==> src/hw/stop_exit_cfg.svh <==
`ifndef STOP_EXIT_CFG_SVH
`define STOP_EXIT_CFG_SVH
// register byte offsets
`define OFF_CTRL 12'h000
`define OFF_STATUS 12'h004
`define OFF_IRQ_STAT 12'h008
`define OFF_IRQ_EN 12'h00c
`define OFF_IRQ_CLR 12'h010
`define OFF_CMD 12'h014
// control field positions
`define CTRL_FALLBACK_DISABLE 0
`define CTRL_MONITOR_ENABLE 1
`define CTRL_FORCED_MONITOR 2
`define CTRL_EXIT_DELAY 3
`define CTRL_OSC_HOLD 4
`define CTRL_SLOW_LSB 8
`define CTRL_SLOW_MSB 13
// command field positions (write one to trigger; only CMD_STOP is decoded, CMD_FLAG_CLR does nothing)
`define CMD_STOP 0
`define CMD_FLAG_CLR 1
// interrupt status bit positions
`define IRQ_WAKE 0
`define IRQ_MON_RESET 1
`define IRQ_FALLBACK_CHG 2
`define IRQ_RESUME 3
`define IRQ_WIDTH 4
// reset values
`define CTRL_RESET 32'h0000_0008
// counts in stop counter clock cycles
`define LONG_DELAY_CYCLES 13'd4096
`define SHORT_DELAY_CYCLES 13'd16
`endif

==> src/hw/stop_exit_pkg.sv <==
package stop_exit_pkg;
  // sequencer states, one-hot
  typedef enum logic [5:0] {
    ST_RUN = 6'h01,
    ST_STOP = 6'h02,
    ST_XTAL_WAIT = 6'h04,
    ST_FB_WAIT = 6'h08,
    ST_FALLBACK = 6'h10,
    ST_MON_RESET = 6'h20
  } seq_state_t;
  // clock source reported to the rest of the chip
  typedef enum logic [1:0] {
    SRC_CRYSTAL = 2'h0,
    SRC_FALLBACK = 2'h1,
    SRC_NONE = 2'h2
  } clk_src_t;
endpackage : stop_exit_pkg

==> src/hw/tick_divider.sv <==
`timescale 1ns/100ps
// makes the stop counter clock tick from the slow-mode divider setting
module tick_divider #(
  parameter int W = 6
) (
  input wire logic aclk, // system clock
  input wire logic aresetn, // sync reset, active low
  input wire logic [W-1:0] slow_div, // divider setting, 0 bypasses
  output logic tick // one-cycle counter clock pulse
);
  logic [W+1:0] cnt_reg;
  logic [W+1:0] limit;
  // counter clock is half the slow clock: period 4*slow, or 2 when bypassed
  assign limit = (slow_div == '0) ? (W+2)'(1)
                 : {slow_div, 2'b00} - (W+2)'(1);
  always_ff @(posedge aclk) begin
    if (!aresetn) begin
      cnt_reg <= '0;
      tick <= 1'b0;
    end else if (cnt_reg >= limit) begin
      cnt_reg <= '0;
      tick <= 1'b1;
    end else begin
      cnt_reg <= cnt_reg + (W+2)'(1);
      tick <= 1'b0;
    end
  end
endmodule : tick_divider

==> src/hw/pseudo_stop_exit_sequencer.sv <==
`timescale 1ns/100ps
`include "stop_exit_cfg.svh"
// Behaviour
// - no fallback disable, no delay: immediate exit
// - fallback recovery restarts vco, fallback clock
// - disabled fallback plus monitor: stop means reset
// - no fallback, no monitor: never fallback
// - crystal path with delay waits 4096 ticks
// - crystal path without delay waits 16 ticks
// - pll supply present: fallback after any reset
// - fallback with delay exits in fallback mode
// - counter clock from slow-mode divider setting
// - oscillator hold turns stop into pseudo-stop
// - reset, irqs, key or can wake exit stop
// - fallback checks monitor every 4096 counts
module pseudo_stop_exit_sequencer #(
  parameter int SLOW_W = 6
) (
  input wire logic aclk, // system clock
  input wire logic aresetn, // sync reset, active low
  input wire logic [11:0] s_axi_awaddr, // write address
  input wire logic s_axi_awvalid, // write address valid
  output logic s_axi_awready, // write address ready
  input wire logic [31:0] s_axi_wdata, // write data
  input wire logic [3:0] s_axi_wstrb, // write strobes
  input wire logic s_axi_wvalid, // write data valid
  output logic s_axi_wready, // write data ready
  output logic [1:0] s_axi_bresp, // write response
  output logic s_axi_bvalid, // write response valid
  input wire logic s_axi_bready, // write response ready
  input wire logic [11:0] s_axi_araddr, // read address
  input wire logic s_axi_arvalid, // read address valid
  output logic s_axi_arready, // read address ready
  output logic [31:0] s_axi_rdata, // read data
  output logic [1:0] s_axi_rresp, // read response
  output logic s_axi_rvalid, // read data valid
  input wire logic s_axi_rready, // read data ready
  input wire logic pll_supply, // pll supply present, pin
  input wire logic crystal_present, // clock monitor sees crystal, pin
  input wire logic irq_wake, // maskable irq wake, pin
  input wire logic nonmaskable_wake_irq, // non-maskable wake, pin
  input wire logic key_wake_a, // key wake port a, pin
  input wire logic key_wake_b, // key wake port b, pin
  input wire logic can_wake, // can controller wake, pin
  output logic in_stop, // core held in stop
  output logic osc_running, // oscillator kept running
  output logic vco_enable, // vco running
  output logic fallback_active, // fallback clock feeds core
  output stop_exit_pkg::clk_src_t core_clk_src, // clock routed to core
  output logic monitor_reset, // clock-monitor reset request
  output logic irq // level interrupt
);
  import stop_exit_pkg::*;

  seq_state_t state_reg, state_next;
  logic [31:0] ctrl_reg;
  logic [`IRQ_WIDTH-1:0] ista_reg, ien_reg;
  logic [12:0] cnt_reg;
  logic pseudo_reg;
  logic [2:0] settle_reg;
  logic tick;
  logic [4:0] s1_reg, s2_reg, s3_reg, pins_reg;
  logic aw_ok_reg, w_ok_reg;
  logic [11:0] awaddr_reg;
  logic [31:0] wdata_reg;
  logic wr_fire;
  logic stop_cmd, flag_clr;
  logic wake;
  logic fb_dis, mon_en, dly;
  logic [`IRQ_WIDTH-1:0] ev;

  assign fb_dis = ctrl_reg[`CTRL_FALLBACK_DISABLE] | ~pins_reg[0];
  assign mon_en = ctrl_reg[`CTRL_MONITOR_ENABLE]
                  | ctrl_reg[`CTRL_FORCED_MONITOR];
  assign dly = ctrl_reg[`CTRL_EXIT_DELAY];

  // three-stage pin synchroniser; a change counts when stages 2 and 3 agree
  always_ff @(posedge aclk) begin
    if (!aresetn) begin
      s1_reg <= '0;
      s2_reg <= '0;
      s3_reg <= '0;
      pins_reg <= '0;
    end else begin
      s1_reg <= {can_wake, key_wake_b | key_wake_a,
                 irq_wake | nonmaskable_wake_irq, crystal_present,
                 pll_supply};
      s2_reg <= s1_reg;
      s3_reg <= s2_reg;
      for (int i = 0; i < 5; i++) begin
        if (s2_reg[i] == s3_reg[i]) begin
          pins_reg[i] <= s3_reg[i];
        end
      end
    end
  end

  // any wake source ends stop; reset wakes by itself
  assign wake = pins_reg[2] | pins_reg[3] | pins_reg[4];

  // stop counter clock from the slow divider field
  tick_divider #(.W(SLOW_W)) i_tick_divider (
    .aclk(aclk),
    .aresetn(aresetn),
    .slow_div(ctrl_reg[`CTRL_SLOW_LSB +: SLOW_W]),
    .tick(tick)
  );

  // axi write: address and data latched independently, then one response
  assign wr_fire = aw_ok_reg & w_ok_reg & ~s_axi_bvalid;
  always_ff @(posedge aclk) begin
    if (!aresetn) begin
      aw_ok_reg <= 1'b0;
      w_ok_reg <= 1'b0;
      awaddr_reg <= '0;
      wdata_reg <= '0;
      s_axi_awready <= 1'b0;
      s_axi_wready <= 1'b0;
      s_axi_bvalid <= 1'b0;
      s_axi_bresp <= 2'h0;
    end else begin
      s_axi_awready <= ~aw_ok_reg & ~s_axi_awready & s_axi_awvalid;
      s_axi_wready <= ~w_ok_reg & ~s_axi_wready & s_axi_wvalid;
      if (s_axi_awvalid & s_axi_awready) begin
        aw_ok_reg <= 1'b1;
        awaddr_reg <= s_axi_awaddr;
      end
      if (s_axi_wvalid & s_axi_wready) begin
        w_ok_reg <= 1'b1;
        wdata_reg <= s_axi_wdata;
      end
      if (wr_fire) begin
        aw_ok_reg <= 1'b0;
        w_ok_reg <= 1'b0;
        s_axi_bvalid <= 1'b1;
        if (awaddr_reg == `OFF_CTRL || awaddr_reg == `OFF_IRQ_EN
            || awaddr_reg == `OFF_IRQ_CLR || awaddr_reg == `OFF_CMD) begin
          s_axi_bresp <= 2'h0;
        end else begin
          s_axi_bresp <= 2'h2;
        end
      end else if (s_axi_bvalid & s_axi_bready) begin
        s_axi_bvalid <= 1'b0;
      end
    end
  end

  // register writes; fallback-disable only settable in low byte lane
  always_ff @(posedge aclk) begin
    if (!aresetn) begin
      ctrl_reg <= `CTRL_RESET;
      ien_reg <= '0;
    end else if (wr_fire) begin
      if (awaddr_reg == `OFF_CTRL) begin
        for (int b = 0; b < 4; b++) begin
          if (s_axi_wstrb[b]) begin
            ctrl_reg[b*8 +: 8] <= wdata_reg[b*8 +: 8];
          end
        end
      end else if (awaddr_reg == `OFF_IRQ_EN && s_axi_wstrb[0]) begin
        ien_reg <= wdata_reg[`IRQ_WIDTH-1:0];
      end
    end
  end

  assign stop_cmd = wr_fire && awaddr_reg == `OFF_CMD && s_axi_wstrb[0]
                    && wdata_reg[`CMD_STOP];
  assign flag_clr = wr_fire && awaddr_reg == `OFF_IRQ_CLR
                    && s_axi_wstrb[0];

  // sequencer next state
  always_comb begin
    state_next = state_reg;
    case (state_reg)
      ST_RUN: begin
        if (stop_cmd) begin
          if (fb_dis && mon_en) begin
            state_next = ST_MON_RESET;
          end else begin
            state_next = ST_STOP;
          end
        end
      end
      ST_STOP: begin
        if (wake) begin
          if (fb_dis) begin
            state_next = ST_XTAL_WAIT;
          end else if (dly) begin
            state_next = ST_FB_WAIT;
          end else begin
            state_next = ST_FALLBACK;
          end
        end
      end
      ST_XTAL_WAIT: begin
        // without fallback only the crystal can finish the wait
        if (tick && pins_reg[1]) begin
          if ((dly && cnt_reg == `LONG_DELAY_CYCLES - 13'd1)
              || (!dly && cnt_reg == `SHORT_DELAY_CYCLES - 13'd1)) begin
            state_next = ST_RUN;
          end
        end
      end
      ST_FB_WAIT: begin
        if (tick && cnt_reg == `LONG_DELAY_CYCLES - 13'd1) begin
          state_next = pins_reg[1] ? ST_RUN : ST_FALLBACK;
        end
      end
      ST_FALLBACK: begin
        if (tick && cnt_reg == `LONG_DELAY_CYCLES - 13'd1
            && pins_reg[1]) begin
          state_next = ST_RUN;
        end
      end
      ST_MON_RESET: begin
        state_next = ST_MON_RESET; // held until system reset
      end
      default: begin
        state_next = ST_RUN;
      end
    endcase
  end

  // after any reset the block starts in fallback if the pll supply exists;
  // the supply pin is trusted only once the synchroniser has settled
  always_ff @(posedge aclk) begin
    if (!aresetn) begin
      state_reg <= ST_FB_WAIT;
    end else if (state_reg == ST_FB_WAIT && !pins_reg[0]
                 && settle_reg == 3'd4) begin
      state_reg <= ST_RUN;
    end else begin
      state_reg <= state_next;
    end
  end

  // cycles the pin synchroniser needs to refill after reset
  always_ff @(posedge aclk) begin
    if (!aresetn) begin
      settle_reg <= '0;
    end else if (settle_reg != 3'd5) begin
      settle_reg <= settle_reg + 3'd1;
    end
  end

  // 13-stage counter, cleared on wake and on every 4096 check
  always_ff @(posedge aclk) begin
    if (!aresetn) begin
      cnt_reg <= '0;
    end else if (state_reg == ST_STOP || state_reg == ST_RUN) begin
      cnt_reg <= '0;
    end else if (tick) begin
      if (cnt_reg == `LONG_DELAY_CYCLES - 13'd1) begin
        cnt_reg <= '0;
      end else begin
        cnt_reg <= cnt_reg + 13'd1;
      end
    end
  end

  // remember whether this stop keeps the oscillator going
  always_ff @(posedge aclk) begin
    if (!aresetn) begin
      pseudo_reg <= 1'b0;
    end else if (state_reg == ST_RUN && stop_cmd) begin
      pseudo_reg <= ctrl_reg[`CTRL_OSC_HOLD];
    end
  end

  // events for sticky status
  always_comb begin
    ev = '0;
    ev[`IRQ_WAKE] = state_reg == ST_STOP && wake;
    ev[`IRQ_MON_RESET] = state_reg == ST_RUN && state_next == ST_MON_RESET;
    ev[`IRQ_FALLBACK_CHG] = (state_next == ST_FALLBACK)
                            != (state_reg == ST_FALLBACK);
    ev[`IRQ_RESUME] = state_reg != ST_RUN && state_next == ST_RUN;
  end

  // sticky status; a new event beats a clear in the same cycle
  always_ff @(posedge aclk) begin
    if (!aresetn) begin
      ista_reg <= '0;
    end else if (flag_clr) begin
      ista_reg <= (ista_reg & ~wdata_reg[`IRQ_WIDTH-1:0]) | ev;
    end else begin
      ista_reg <= ista_reg | ev;
    end
  end

  // registered outputs toward the clock generator
  always_ff @(posedge aclk) begin
    if (!aresetn) begin
      in_stop <= 1'b0;
      osc_running <= 1'b1;
      vco_enable <= 1'b0;
      fallback_active <= 1'b0;
      core_clk_src <= SRC_CRYSTAL;
      monitor_reset <= 1'b0;
      irq <= 1'b0;
    end else begin
      in_stop <= state_next == ST_STOP || state_next == ST_MON_RESET
                 || state_next == ST_XTAL_WAIT;
      osc_running <= state_next != ST_STOP || pseudo_reg;
      vco_enable <= state_next == ST_FB_WAIT
                    || state_next == ST_FALLBACK;
      fallback_active <= state_next == ST_FALLBACK;
      if (state_next == ST_FALLBACK || state_next == ST_FB_WAIT) begin
        core_clk_src <= SRC_FALLBACK;
      end else if (state_next == ST_RUN) begin
        core_clk_src <= SRC_CRYSTAL;
      end else begin
        core_clk_src <= SRC_NONE;
      end
      monitor_reset <= state_next == ST_MON_RESET;
      irq <= |(ista_reg & ien_reg);
    end
  end

  // axi read: one beat, address decoded by if chain
  always_ff @(posedge aclk) begin
    if (!aresetn) begin
      s_axi_arready <= 1'b0;
      s_axi_rvalid <= 1'b0;
      s_axi_rdata <= '0;
      s_axi_rresp <= 2'h0;
    end else begin
      s_axi_arready <= ~s_axi_rvalid & ~s_axi_arready & s_axi_arvalid;
      if (s_axi_arvalid & s_axi_arready) begin
        s_axi_rvalid <= 1'b1;
        s_axi_rresp <= 2'h0;
        if (s_axi_araddr == `OFF_CTRL) begin
          s_axi_rdata <= ctrl_reg;
        end else if (s_axi_araddr == `OFF_STATUS) begin
          s_axi_rdata <= {20'h0, pins_reg[1], pins_reg[0], 4'h0,
                          state_reg};
        end else if (s_axi_araddr == `OFF_IRQ_STAT) begin
          s_axi_rdata <= {{(32-`IRQ_WIDTH){1'b0}}, ista_reg};
        end else if (s_axi_araddr == `OFF_IRQ_EN) begin
          s_axi_rdata <= {{(32-`IRQ_WIDTH){1'b0}}, ien_reg};
        end else if (s_axi_araddr == `OFF_IRQ_CLR
                     || s_axi_araddr == `OFF_CMD) begin
          s_axi_rdata <= '0;
        end else begin
          s_axi_rdata <= '0;
          s_axi_rresp <= 2'h2;
        end
      end else if (s_axi_rvalid & s_axi_rready) begin
        s_axi_rvalid <= 1'b0;
      end
    end
  end
endmodule : pseudo_stop_exit_sequencer

==> config.mk <==
export PLATFORM = sky130hd
export DESIGN_NAME = pseudo_stop_exit_sequencer
export DESIGN_NICKNAME = d
export VERILOG_FILES = /design/src/hw/stop_exit_pkg.sv /design/src/hw/tick_divider.sv /design/src/hw/pseudo_stop_exit_sequencer.sv
export VERILOG_INCLUDE_DIRS = /design/src /design/src/hw
export SDC_FILE = /design/constraint.sdc
export NUM_CORES = 1
export LEC_CHECK = 0
export BUFFER_PORTS_ARGS = -buffer_cell sky130_fd_sc_hd__buf_4
export CORE_ASPECT_RATIO = 0.75
export CORE_MARGIN = 2
export CORE_UTILIZATION = 55
export CTS_BUF_LIST = sky130_fd_sc_hd__clkbuf_4
export DETAILED_ROUTE_END_ITERATION = 8
export PLACE_DENSITY_LB_ADDON = 0.1
export SYNTH_ARGS = -nofsm -noshare
export SYNTH_HDL_FRONTEND = slang
export SYNTH_SLANG_ARGS = --single-unit
==> constraint.sdc <==
create_clock -name aclk -period 2.8 [get_ports aclk]
set_clock_uncertainty 0.2 [all_clocks]
set_input_delay 0 -clock aclk [delete_from_list [all_inputs] [get_ports aclk]]
set_output_delay 0 -clock aclk [all_outputs]
set_load 0.1 [all_outputs]
# [Word-level counts from Yosys, hierarchy flattened]
# Cells that the tools add are included.
[word_totals] reg_bits=187 in_bits=74
[op_classes] n_addsub=4 magnitude_cmp=1 n_eq_ne=32 muxes=32 bitwise=34 n_reduce_logical=46
[ops] operator="12-bit by 5-bit == test with 1-bit output, second input constant" n=4
[ops] operator="6-bit 2-to-1 mux" n=7
[ops] operator="12-bit by 4-bit == test with 1-bit output, second input constant" n=3
[ops] operator="6-bit case mux with 6 select lines" n=1
[ops] operator="32-bit 2-to-1 mux" n=1
[ops] operator="12-bit logical NOT" n=2
[ops] operator="1-bit logical AND" n=18
[ops] operator="4-bit 2-to-1 mux" n=4
[ops] operator="5-bit 2-to-1 mux" n=3
[ops] operator="3-bit AND reduction" n=5
[ops] operator="2-bit 2-to-1 mux" n=7
[ops] operator="13-bit by 1-bit adder with 13-bit output, second input constant" n=1
[ops] operator="1-bit bitwise AND" n=13
[ops] operator="13-bit by 12-bit == test with 1-bit output, second input constant" n=1
[ops] operator="13-bit by 4-bit == test with 1-bit output, second input constant" n=1
[ops] operator="13-bit 2-to-1 mux" n=1
[ops] operator="12-bit by 3-bit == test with 1-bit output, second input constant" n=1
[ops] operator="6-bit by 1-bit == test with 1-bit output, second input constant" n=2
[ops] operator="6-bit by 2-bit == test with 1-bit output, second input constant" n=2
[ops] operator="6-bit by 3-bit == test with 1-bit output, second input constant" n=2
[ops] operator="6-bit by 4-bit == test with 1-bit output, second input constant" n=2
[ops] operator="6-bit by 5-bit == test with 1-bit output, second input constant" n=2
[ops] operator="6-bit == test, second input constant" n=2
[ops] operator="12-bit 2-to-1 mux" n=1
[ops] operator="23 further kinds" n=63

# [Longest topological paths before layout]
# Gate-level depths: netlist of the first run.
[logic_depth] word_depth=11 depth_mapped=12

# [Cells and area by module]
# A second synthesis of the first run with hierarchy kept.
[hier_totals] hier_cells=850 hier_area_um2=7524.7
[modules_own_cells] module="pseudo_stop_exit_sequencer" instances=1 cells_each=778 area_per_inst_um2=6910.4 seq_area_each_um2=3503.4
[modules_own_cells] module="tick_divider" instances=1 cells_each=72 area_per_inst_um2=614.3 seq_area_each_um2=180.2

# [Worst setup path before layout of the first run]
# No wires, ideal clock.
[synth_path] path_type="register to register" from="register ctrl_reg[8]" to="register i_tick_divider.cnt_reg[2]" setup_ns=0.065 t_arrival_ns=2.332 required_time_ns=2.535 path_slack_ns=0.203 path_stages_with_launch=13 path_buffers=0 period_less_slack_ns=2.597 cell_sequence="dfxtp_1 -> inv_1 -> ha_1 -> nand2_1 -> or3_1 -> inv_1 -> ha_1 -> a21o_1 -> a21oi_1 -> o21ai_0 -> a31o_2 -> a211o_1 -> nor2_1"
[synth_between] elab_chain_cells=4 word_cells_on_any_way=5
[synth_rtl] item="from (decl)" line="pseudo_stop_exit_sequencer.sv:56" text="logic [31:0] ctrl_reg;"
[synth_rtl] item="from (signal assigned)" line="pseudo_stop_exit_sequencer.sv:151" text="ctrl_reg <= `CTRL_RESET;"
[synth_rtl] item="from (signal, indexed assignment)" line="pseudo_stop_exit_sequencer.sv:157" text="ctrl_reg[b*8 +: 8] <= wdata_reg[b*8 +: 8];"
[synth_rtl] item="8-bit by 1-bit subtractor with 8-bit output / 6-bit logical NOT (equally long branches)" line="tick_divider.sv:15, tick_divider.sv:14"
[synth_rtl] item="8-bit 2-to-1 mux (*)" line="tick_divider.sv:14" text="assign limit = (slow_div == '0) ? (W+2)'(1)"
[synth_rtl] item="8-bit >= comparator (*)" line="tick_divider.sv:20" text="end else if (cnt_reg >= limit) begin"
[synth_rtl] item="2-bit OR reduction (no source line) (*)"
[synth_rtl] item="to (signal assigned)" line="tick_divider.sv:24" text="cnt_reg <= cnt_reg + (W+2)'(1);"
[synth_rtl] item="to (decl)" line="tick_divider.sv:11" text="logic [W+1:0] cnt_reg;"
# Every way passes the cells marked *; elsewhere a longest branch is shown, timed or not.
# A chain may end at the register's enable or synchronous reset.

# [Worst setup path after layout of the first run]
[layout_path] from="input port s_axi_araddr[1]" to="register s_axi_rresp[1]"
[layout_between] elab_chain_cells=7 word_cells_on_any_way=12
[layout_rtl] item="from (decl)" line="pseudo_stop_exit_sequencer.sv:31" text="input wire logic [11:0] s_axi_araddr,"
[layout_rtl] item="12-bit by 5-bit == test with 1-bit output (no source line)"
[layout_rtl] item="1-bit logical OR (no source line)"
[layout_rtl] item="2-bit 2-to-1 mux" line="pseudo_stop_exit_sequencer.sv:341" text="end else if (s_axi_araddr == `OFF_IRQ_CLR"
[layout_rtl] item="2-bit 2-to-1 mux" line="pseudo_stop_exit_sequencer.sv:339" text="end else if (s_axi_araddr == `OFF_IRQ_EN) begin"
[layout_rtl] item="2-bit 2-to-1 mux" line="pseudo_stop_exit_sequencer.sv:337" text="end else if (s_axi_araddr == `OFF_IRQ_STAT) begin"
[layout_rtl] item="2-bit 2-to-1 mux" line="pseudo_stop_exit_sequencer.sv:334" text="end else if (s_axi_araddr == `OFF_STATUS) begin"
[layout_rtl] item="2-bit 2-to-1 mux (*)" line="pseudo_stop_exit_sequencer.sv:332" text="if (s_axi_araddr == `OFF_CTRL) begin"
[layout_rtl] item="to (signal assigned)" line="pseudo_stop_exit_sequencer.sv:326" text="s_axi_rresp <= 2'h0;"
[layout_rtl] item="to (signal assigned)" line="pseudo_stop_exit_sequencer.sv:331" text="s_axi_rresp <= 2'h0;"
[layout_rtl] item="to (signal assigned)" line="pseudo_stop_exit_sequencer.sv:346" text="s_axi_rresp <= 2'h2;"
[layout_rtl] item="to (decl)" line="pseudo_stop_exit_sequencer.sv:35" text="output logic [1:0] s_axi_rresp,"
# Marked as above.

==> impl_metrics.ini, run 1 <==
[critical_path]
cp-end-kind = flop
worst_ep_arrival_time_ns = 3.01
crit_fanout = 3
crit_top_cell = dlygate4sd3_1
r2r-end = s_axi_rdata[1]$_SDFFE_PN0P_
cp_top_family = buffers and inverters
path_depth = 9
cp-start-kind = primary input
cp.buffers_inverters = 5
cp_cell_sequence = dlygate4sd3_1 -> buf_4 -> nor4_2 -> dlygate4sd3_1 -> nand4_1 -> a21oi_1 -> dlygate4sd3_1 -> nor2_1 -> dlygate4sd3_1
reg2regPathDepth = 7
reg2reg_slack_ns = 0.09
slowest_stage = dlygate4sd3_1
crit_type = primary input to flop
crit_required_ns = 3.07
slowest_delay_ns = 0.65
worstReg2RegStart = ien_reg[1]$_SDFFE_PN0P_

[job]
max_cap_viol_count = 0

[global_routing]
grt_pass1_vias = 6435
grt_pass1_wl_mm = 31.4
global_route.usage.met1_pct = 37.4
met3_usage_pct = 6.87
grt_util_all_layers_pct = 28.7
grt_max_degree = 88
grt_overflow = 0
top_usage_layer = met2
use_met2_pct = 46.8
antenna_found_initial = 0

[yosys]
synth_top_area_share_pct = 51.0
netlist_top_cells_area = dfxtp_1 51%, nand2_1 12%, a21oi_1 8.4%
yosys_most_used_dff = dfxtp_1
ys_seq_elements = 184
yosys.area.top_type = dfxtp_1
netlist_area_um2 = 7230
synth_edf_count = 0
avgSynthCellArea_um2 = 8.28
ys_seq_area_share_pct = 51.0
synth_cell_types = 52
ys_warn_count = 0
synthCells = 873
async_flop_share_pct = 0

[floorplanning]
die_h_um = 103
start_util_pct = 55.9
core_um2 = 12900
die_w_um = 136
dieArea_um2 = 14100
rows = 36
pin_count = 123

[cts]
clkLatencyLatePin_ns = 0.58
cts_root_buf = clkbuf_4
cts_buffers = 17
cts_tree = built
clk_path_buf_depth = 2
cts.clk_slew.worst_paths_ns = 0.15
clock_sink_count = 184
h-tree-depth = 4

[drt]
drt_iter0_drc = 391
ant_nets = 0
firstDrtPassIters = 7
num_vias = 6907
wl_per_cell_um = 15.8
viasPerCell = 5.36
wl_mm = 20.3
drc_errors = 0

[timing]
finalSetupViolCount = 0
clock.fmax_ghz = 0.366
timing.final.crit_period_ns = 2.73
grt_setup_unrepaired = false
worstMarginPinSlew_ns = 0.505
hold_viol_final = 3
max_slew_margin_pct = 66.0
holdWs_ns = -0.0571
final_max_slew_viol_count = 0
fin_crit_sh_pct = 97.6

[cells_and_area]
multi_input_area_um2 = 3380
fillers = 910
stdcell_count = 1289
seqCellArea_um2 = 3690
fin_nets = 1192
drive_gt1_share_pct = 17.0
syn_to_final_growth_pct = 36.8
antenna_cells = 0

[worst_hold_path]
hold_start = s_axi_araddr[0]
hp-class = primary input to flop
min_delay_path_depth = 7
hold-path-endpoint = s_axi_rdata[5]$_SDFFE_PN0P_

[status]
outcome = complete, but fails checks
violations = negative hold slack

[power_and_ir_drop]
p_per_area_nw_per_um2 = 531
leakage_nw = 3.85
irDropWorstVdd_mv = 0.391
power.total_mw = 5.25

[placed_design]
port_buffers = 120
place_inst = 1131
dp_hpwl_mm = 11.8
gp_congestion = 0.915
## layout by cell type, fill, tap and decap left out, types with 3 or more instances in the layout
| cell | n |
|---|---|
| a21oi_1 | 121 |
| and2_1 | 19 |
| and3_1 | 4 |
| buf_4 | 131 |
| bufinv_16 | 4 |
| clkbuf_4 | 18 |
| dfxtp_1 | 180 |
| dfxtp_2 | 4 |
| dlygate4sd3_1 | 123 |
| ha_1 | 12 |
| inv_1 | 8 |
| inv_2 | 3 |
| inv_6 | 4 |
| mux2i_1 | 22 |
| nand2_1 | 225 |
| nand2b_1 | 8 |
| nand3_1 | 16 |
| nand3b_1 | 3 |
| nand4_1 | 11 |
| nor2_1 | 72 |
| nor2b_1 | 3 |
| nor3_1 | 18 |
| nor4_1 | 4 |
| o21a_1 | 4 |
| o21ai_0 | 18 |
| o221ai_1 | 3 |
| or2_2 | 4 |
| or3_1 | 6 |
| or4_1 | 3 |
| xnor2_1 | 7 |
| xor2_1 | 14 |
## worst max-delay path by stage
stage	from	endpoint	slack, ns
finish	s_axi_araddr[1]	s_axi_rresp[1]$_SDFFE_PN0P_	0.07
global route	s_axi_araddr[1]	s_axi_rresp[1]$_SDFFE_PN0P_	0.002
CTS	ctrl_reg[8]$_SDFFE_PN0P_	i_tick_divider.cnt_reg[3]$_SDFF_PP0_	0.03
detailed placement	ctrl_reg[8]$_SDFFE_PN0P_	i_tick_divider.cnt_reg[7]$_SDFF_PP0_	-0.02
global placement	ctrl_reg[8]$_SDFFE_PN0P_	i_tick_divider.cnt_reg[4]$_SDFF_PP0_	0.05
floorplan	ctrl_reg[8]$_SDFFE_PN0P_	i_tick_divider.cnt_reg[2]$_SDFF_PP0_	0.20
## power by group
part | switching [mW] | internal (mW)
sequential | 0.0928 | 2.71
combinational | 0.419 | 0.368
clock | 0.934 | 0.727
## metal layers
layer | wire (µm) | part of all wire (%)
met1 | 9020 | 44
met2 | 9520 | 47
met3 | 1300 | 6.4
met4 | 473 | 2.3
met5 | 0 | 0
## area by class of cell
cell class | instances | area share [%]
Tap cell | 171 | 2.16
Clock inverter | 14 | 1.96
Sequential cell | 184 | 37.3
Multi-Input combinational cell | 636 | 34.2
Timing Repair Buffer | 255 | 22.6
Inverter | 11 | 0.418
Clock buffer | 18 | 1.37
## Yosys cell counts (all sizes together) (3+ instances only)
library cell,instances
nor4,6
dfxtp,184
a21oi,121
mux2i,22
o21ai,19
xor2,14
and2,19
inv,11
nand3b,3
nand3,16
o21a,4
or3,7
nor2b,3
ha,13
o221ai,4
clkbuf,31
nand2,226
nor2,76
nand2b,8
and3,4
or4,4
xnor2,7
or2,4
buf,12
nand4,11
nor3,18
## cells by family (layout without fill, tap and decap cells)
kind of cell	count (synthesis)	count (layout)	share of synthesized area [%]
AND/OR/NAND/NOR	411	411	25.2
flip-flops	184	184	51.0
AO/OA/AOI/OAI	166	166	12.7
buffers and inverters	54	298	3.03
multiplexers	23	23	3.20
XOR/XNOR	21	21	2.54
adder cells (fa/ha/maj)	13	13	2.25
other	1	2	0.0519
## timing repair
action | in CTS | in global routing
pin swaps | 0 | 5
hold endpoints to repair | 165 | 2
setup buffers | 0 | 3
setup endpoints to repair | 7 | 12
resized for setup | 2 | 14
hold buffers | 122 | 3
## tightest hold or removal path, delay by kind of cell
family                 cells  cell delay, ns
AOI/OAI and AO/OA          1            0.11
buffers and inverters      1            0.07
and+or+nand+nor            5            0.50
## metrics by stage
step / setup WS [ns] / hold WS, ns / cell area [µm²] / setup TNS (ns) / util (%)
after floorplan: 0.203 / -0.0842 / 7230 / 0 / -
after global placement: 0.0493 / 0.00625 / 8250 / 0 / 63.8
after detailed placement: -0.0164 / 0.00967 / 8250 / -0.0247 / 63.8
after CTS: 0.0325 / 0.000930 / 9810 / 0 / 75.9
after global routing: 0.00236 / 0.00244 / 9890 / 0 / 76.5
final: 0.0679 / -0.0571 / 9890 / 0 / 76.5
Note: power is estimated with default switching activity, not from simulation.
==> run 2, diff against run 1 <==
==> constraint.sdc (replaced) <==
create_clock -name aclk -period 2.8 [get_ports aclk]
set_clock_uncertainty 0.2 [all_clocks]
set_input_delay 0.42 -clock aclk [delete_from_list [all_inputs] [get_ports aclk]]
set_output_delay 0.42 -clock aclk [all_outputs]
set_load 0.1 [all_outputs]
==> impl_metrics.ini, run 2 (synthesis results as in run 1) <==
[timing]
worstMarginPinSlew_ns = 0.649
finalSetupViolCount = 0
fin_crit_sh_pct = 96.7
max_slew_margin_pct = 56.7
final_max_slew_viol_count = 0
hold_viol_final = 0
timing.final.crit_period_ns = 2.71
clock.fmax_ghz = 0.369

[global_routing]
grt_max_degree = 54
grt_pass1_vias = 5693
grt_pass1_wl_mm = 27.6
grt_util_all_layers_pct = 24.9
grt_overflow = 0
antenna_found_initial = 0

[critical_path]
cp-start-kind = flop
crit_type = flop to flop
cp-startpoint = ctrl_reg[8]$_SDFFE_PN0P_
crit_fanout = 7
reg2reg_slack_ns = 0.09
r2r-end = i_tick_divider.cnt_reg[3]$_SDFF_PP0_
worst_ep_arrival_time_ns = 3.00
crit_required_ns = 3.09
cp-end-kind = flop
reg2regPathDepth = 12
worstReg2RegStart = ctrl_reg[8]$_SDFFE_PN0P_

[cells_and_area]
fin_nets = 1128
drive_gt1_share_pct = 17.2
final_area_um2 = 9150
mostFrequentLayoutCells = 226 x nand2_1, 182 x dfxtp_1, 132 x buf_4
final_common_cell = nand2_1
fillers = 1041
seqCellArea_um2 = 3690
syn_to_final_growth_pct = 26.6
fin_util_pct = 70.8
multi_input_area_um2 = 3360

[power_and_ir_drop]
irDropWorstVdd_mv = 0.382
power.total_mw = 4.88
p_int_mw = 3.42
power_frac_seq_pct = 57.4
p_per_area_nw_per_um2 = 533
swShare_pct = 29.9
power_frac_comb_pct = 14.5
leakage_nw = 3.53
switchingPower_mw = 1.46
clkPwrFrac_pct = 28.1

[placed_design]
port_buffers = 120
dpl-instance-area_um2 = 8260
gp_congestion = 0.930
dp_hpwl_mm = 11.7

[worst_hold_path]
hold-path-endpoint = s_axi_rdata[0]$_SDFFE_PN0P_
min_delay_path_depth = 4
hp-class = primary input to flop
hold_start = s_axi_araddr[3]

[cts]
clock_sink_count = 184
cts_buffers = 17
cts_tree = built
cts.clk_slew.worst_paths_ns = 0.15
h-tree-depth = 4
clkLatencyLatePin_ns = 0.56
cts_root_buf = clkbuf_4
clk_path_buf_depth = 2

[status]
outcome = completed

[job]
max_cap_viol_count = 0

[drt]
viasPerCell = 5.21
drt_iter0_drc = 383
num_vias = 6378
firstDrtPassIters = 5
wl_per_cell_um = 14.2
drc_errors = 0
wl_mm = 17.4
ant_nets = 0

[floorplanning]
pin_count = 123
die_w_um = 136
dieArea_um2 = 14100
rows = 36
die_h_um = 103
start_util_pct = 55.9
core_um2 = 12900
-- run 2: metal layers --
metal | share of wire, % | vias up | global-route usage (%)
met5 | 0 | - | 0
met4 | 1.2 | 0 | 6.17
met3 | 5.7 | 18 | 6.34
met2 | 44 | 185 | 37.7
met1 | 49 | 2914 | 35.9
li1 | - | 3261 | -
-- run 2: cell type report --
type | count | area share, %
inverter | 11 | 0.451
sequential | 184 | 40.3
multi-input combinational | 636 | 36.7
antenna | 1 | 0.0273
clock inverter | 14 | 1.54
timing repair buffer | 191 | 17.3
tap | 171 | 2.34
clock buffer | 17 | 1.39
-- run 2: worst max-delay path by stage --
| stage | slack [ns] | endpoint |
|---|---|---|
| detailed placement | -0.006 | i_tick_divider.cnt_reg[7]$_SDFF_PP0_ |
| floorplan | 0.20 | i_tick_divider.cnt_reg[2]$_SDFF_PP0_ |
| CTS | 0.01 | i_tick_divider.cnt_reg[7]$_SDFF_PP0_ |
| global placement | 0.05 | i_tick_divider.cnt_reg[4]$_SDFF_PP0_ |
| global route | -0.01 | i_tick_divider.cnt_reg[3]$_SDFF_PP0_ |
| finish | 0.09 | i_tick_divider.cnt_reg[3]$_SDFF_PP0_ |
-- run 2: repair_timing --
| item | in CTS | in global routing |
|---|---|---|
| hold buffers | 59 | 0 |
| endpoints found under the hold margin | 61 | 0 |
| buffers inserted | 0 | 0 |
| setup endpoints to repair | 6 | 8 |
| resized for setup | 1 | 5 |
| gates cloned | 0 | 0 |
| pin swaps | 0 | 1 |
-- run 2: power groups by stage --
stage / Combinational (mW) / Sequential, mW / Clock, mW
after global placement: 0.620 / 2.85 / 0
final: 0.710 / 2.80 / 1.37
after floorplan: 0.400 / 2.88 / 0
after detailed placement: 0.624 / 2.85 / 0
after CTS: 0.702 / 2.80 / 1.40
after global routing: 0.774 / 2.81 / 1.51
-- run 2: worst max-delay path, stage by stage (launching register included) --
cell     delay [ns]
dfxtp_2        0.36
inv_1          0.10
ha_4           0.15
nand2_1        0.08
or3_4          0.37
inv_1          0.07
ha_1           0.21
a21o_1         0.17
a21oi_1        0.13
o21ai_0        0.08
a31o_2         0.26
a211o_4        0.37
nor2_1         0.11
-- run 2: stage by stage --
stage | setup TNS, ns | std cells | setup slack [ns] | hold slack (ns)
finish | 0 | 1225 | 0.0912 | 0.0581
global route | -0.0260 | 1224 | -0.00968 | 0.0326
CTS | 0 | 1224 | 0.00968 | 0.0201
detailed placement | -0.00664 | 1134 | -0.00602 | 0.224
global placement | 0 | 1134 | 0.0523 | 0.214
floorplan | 0 | 874 | 0.203 | 0.212
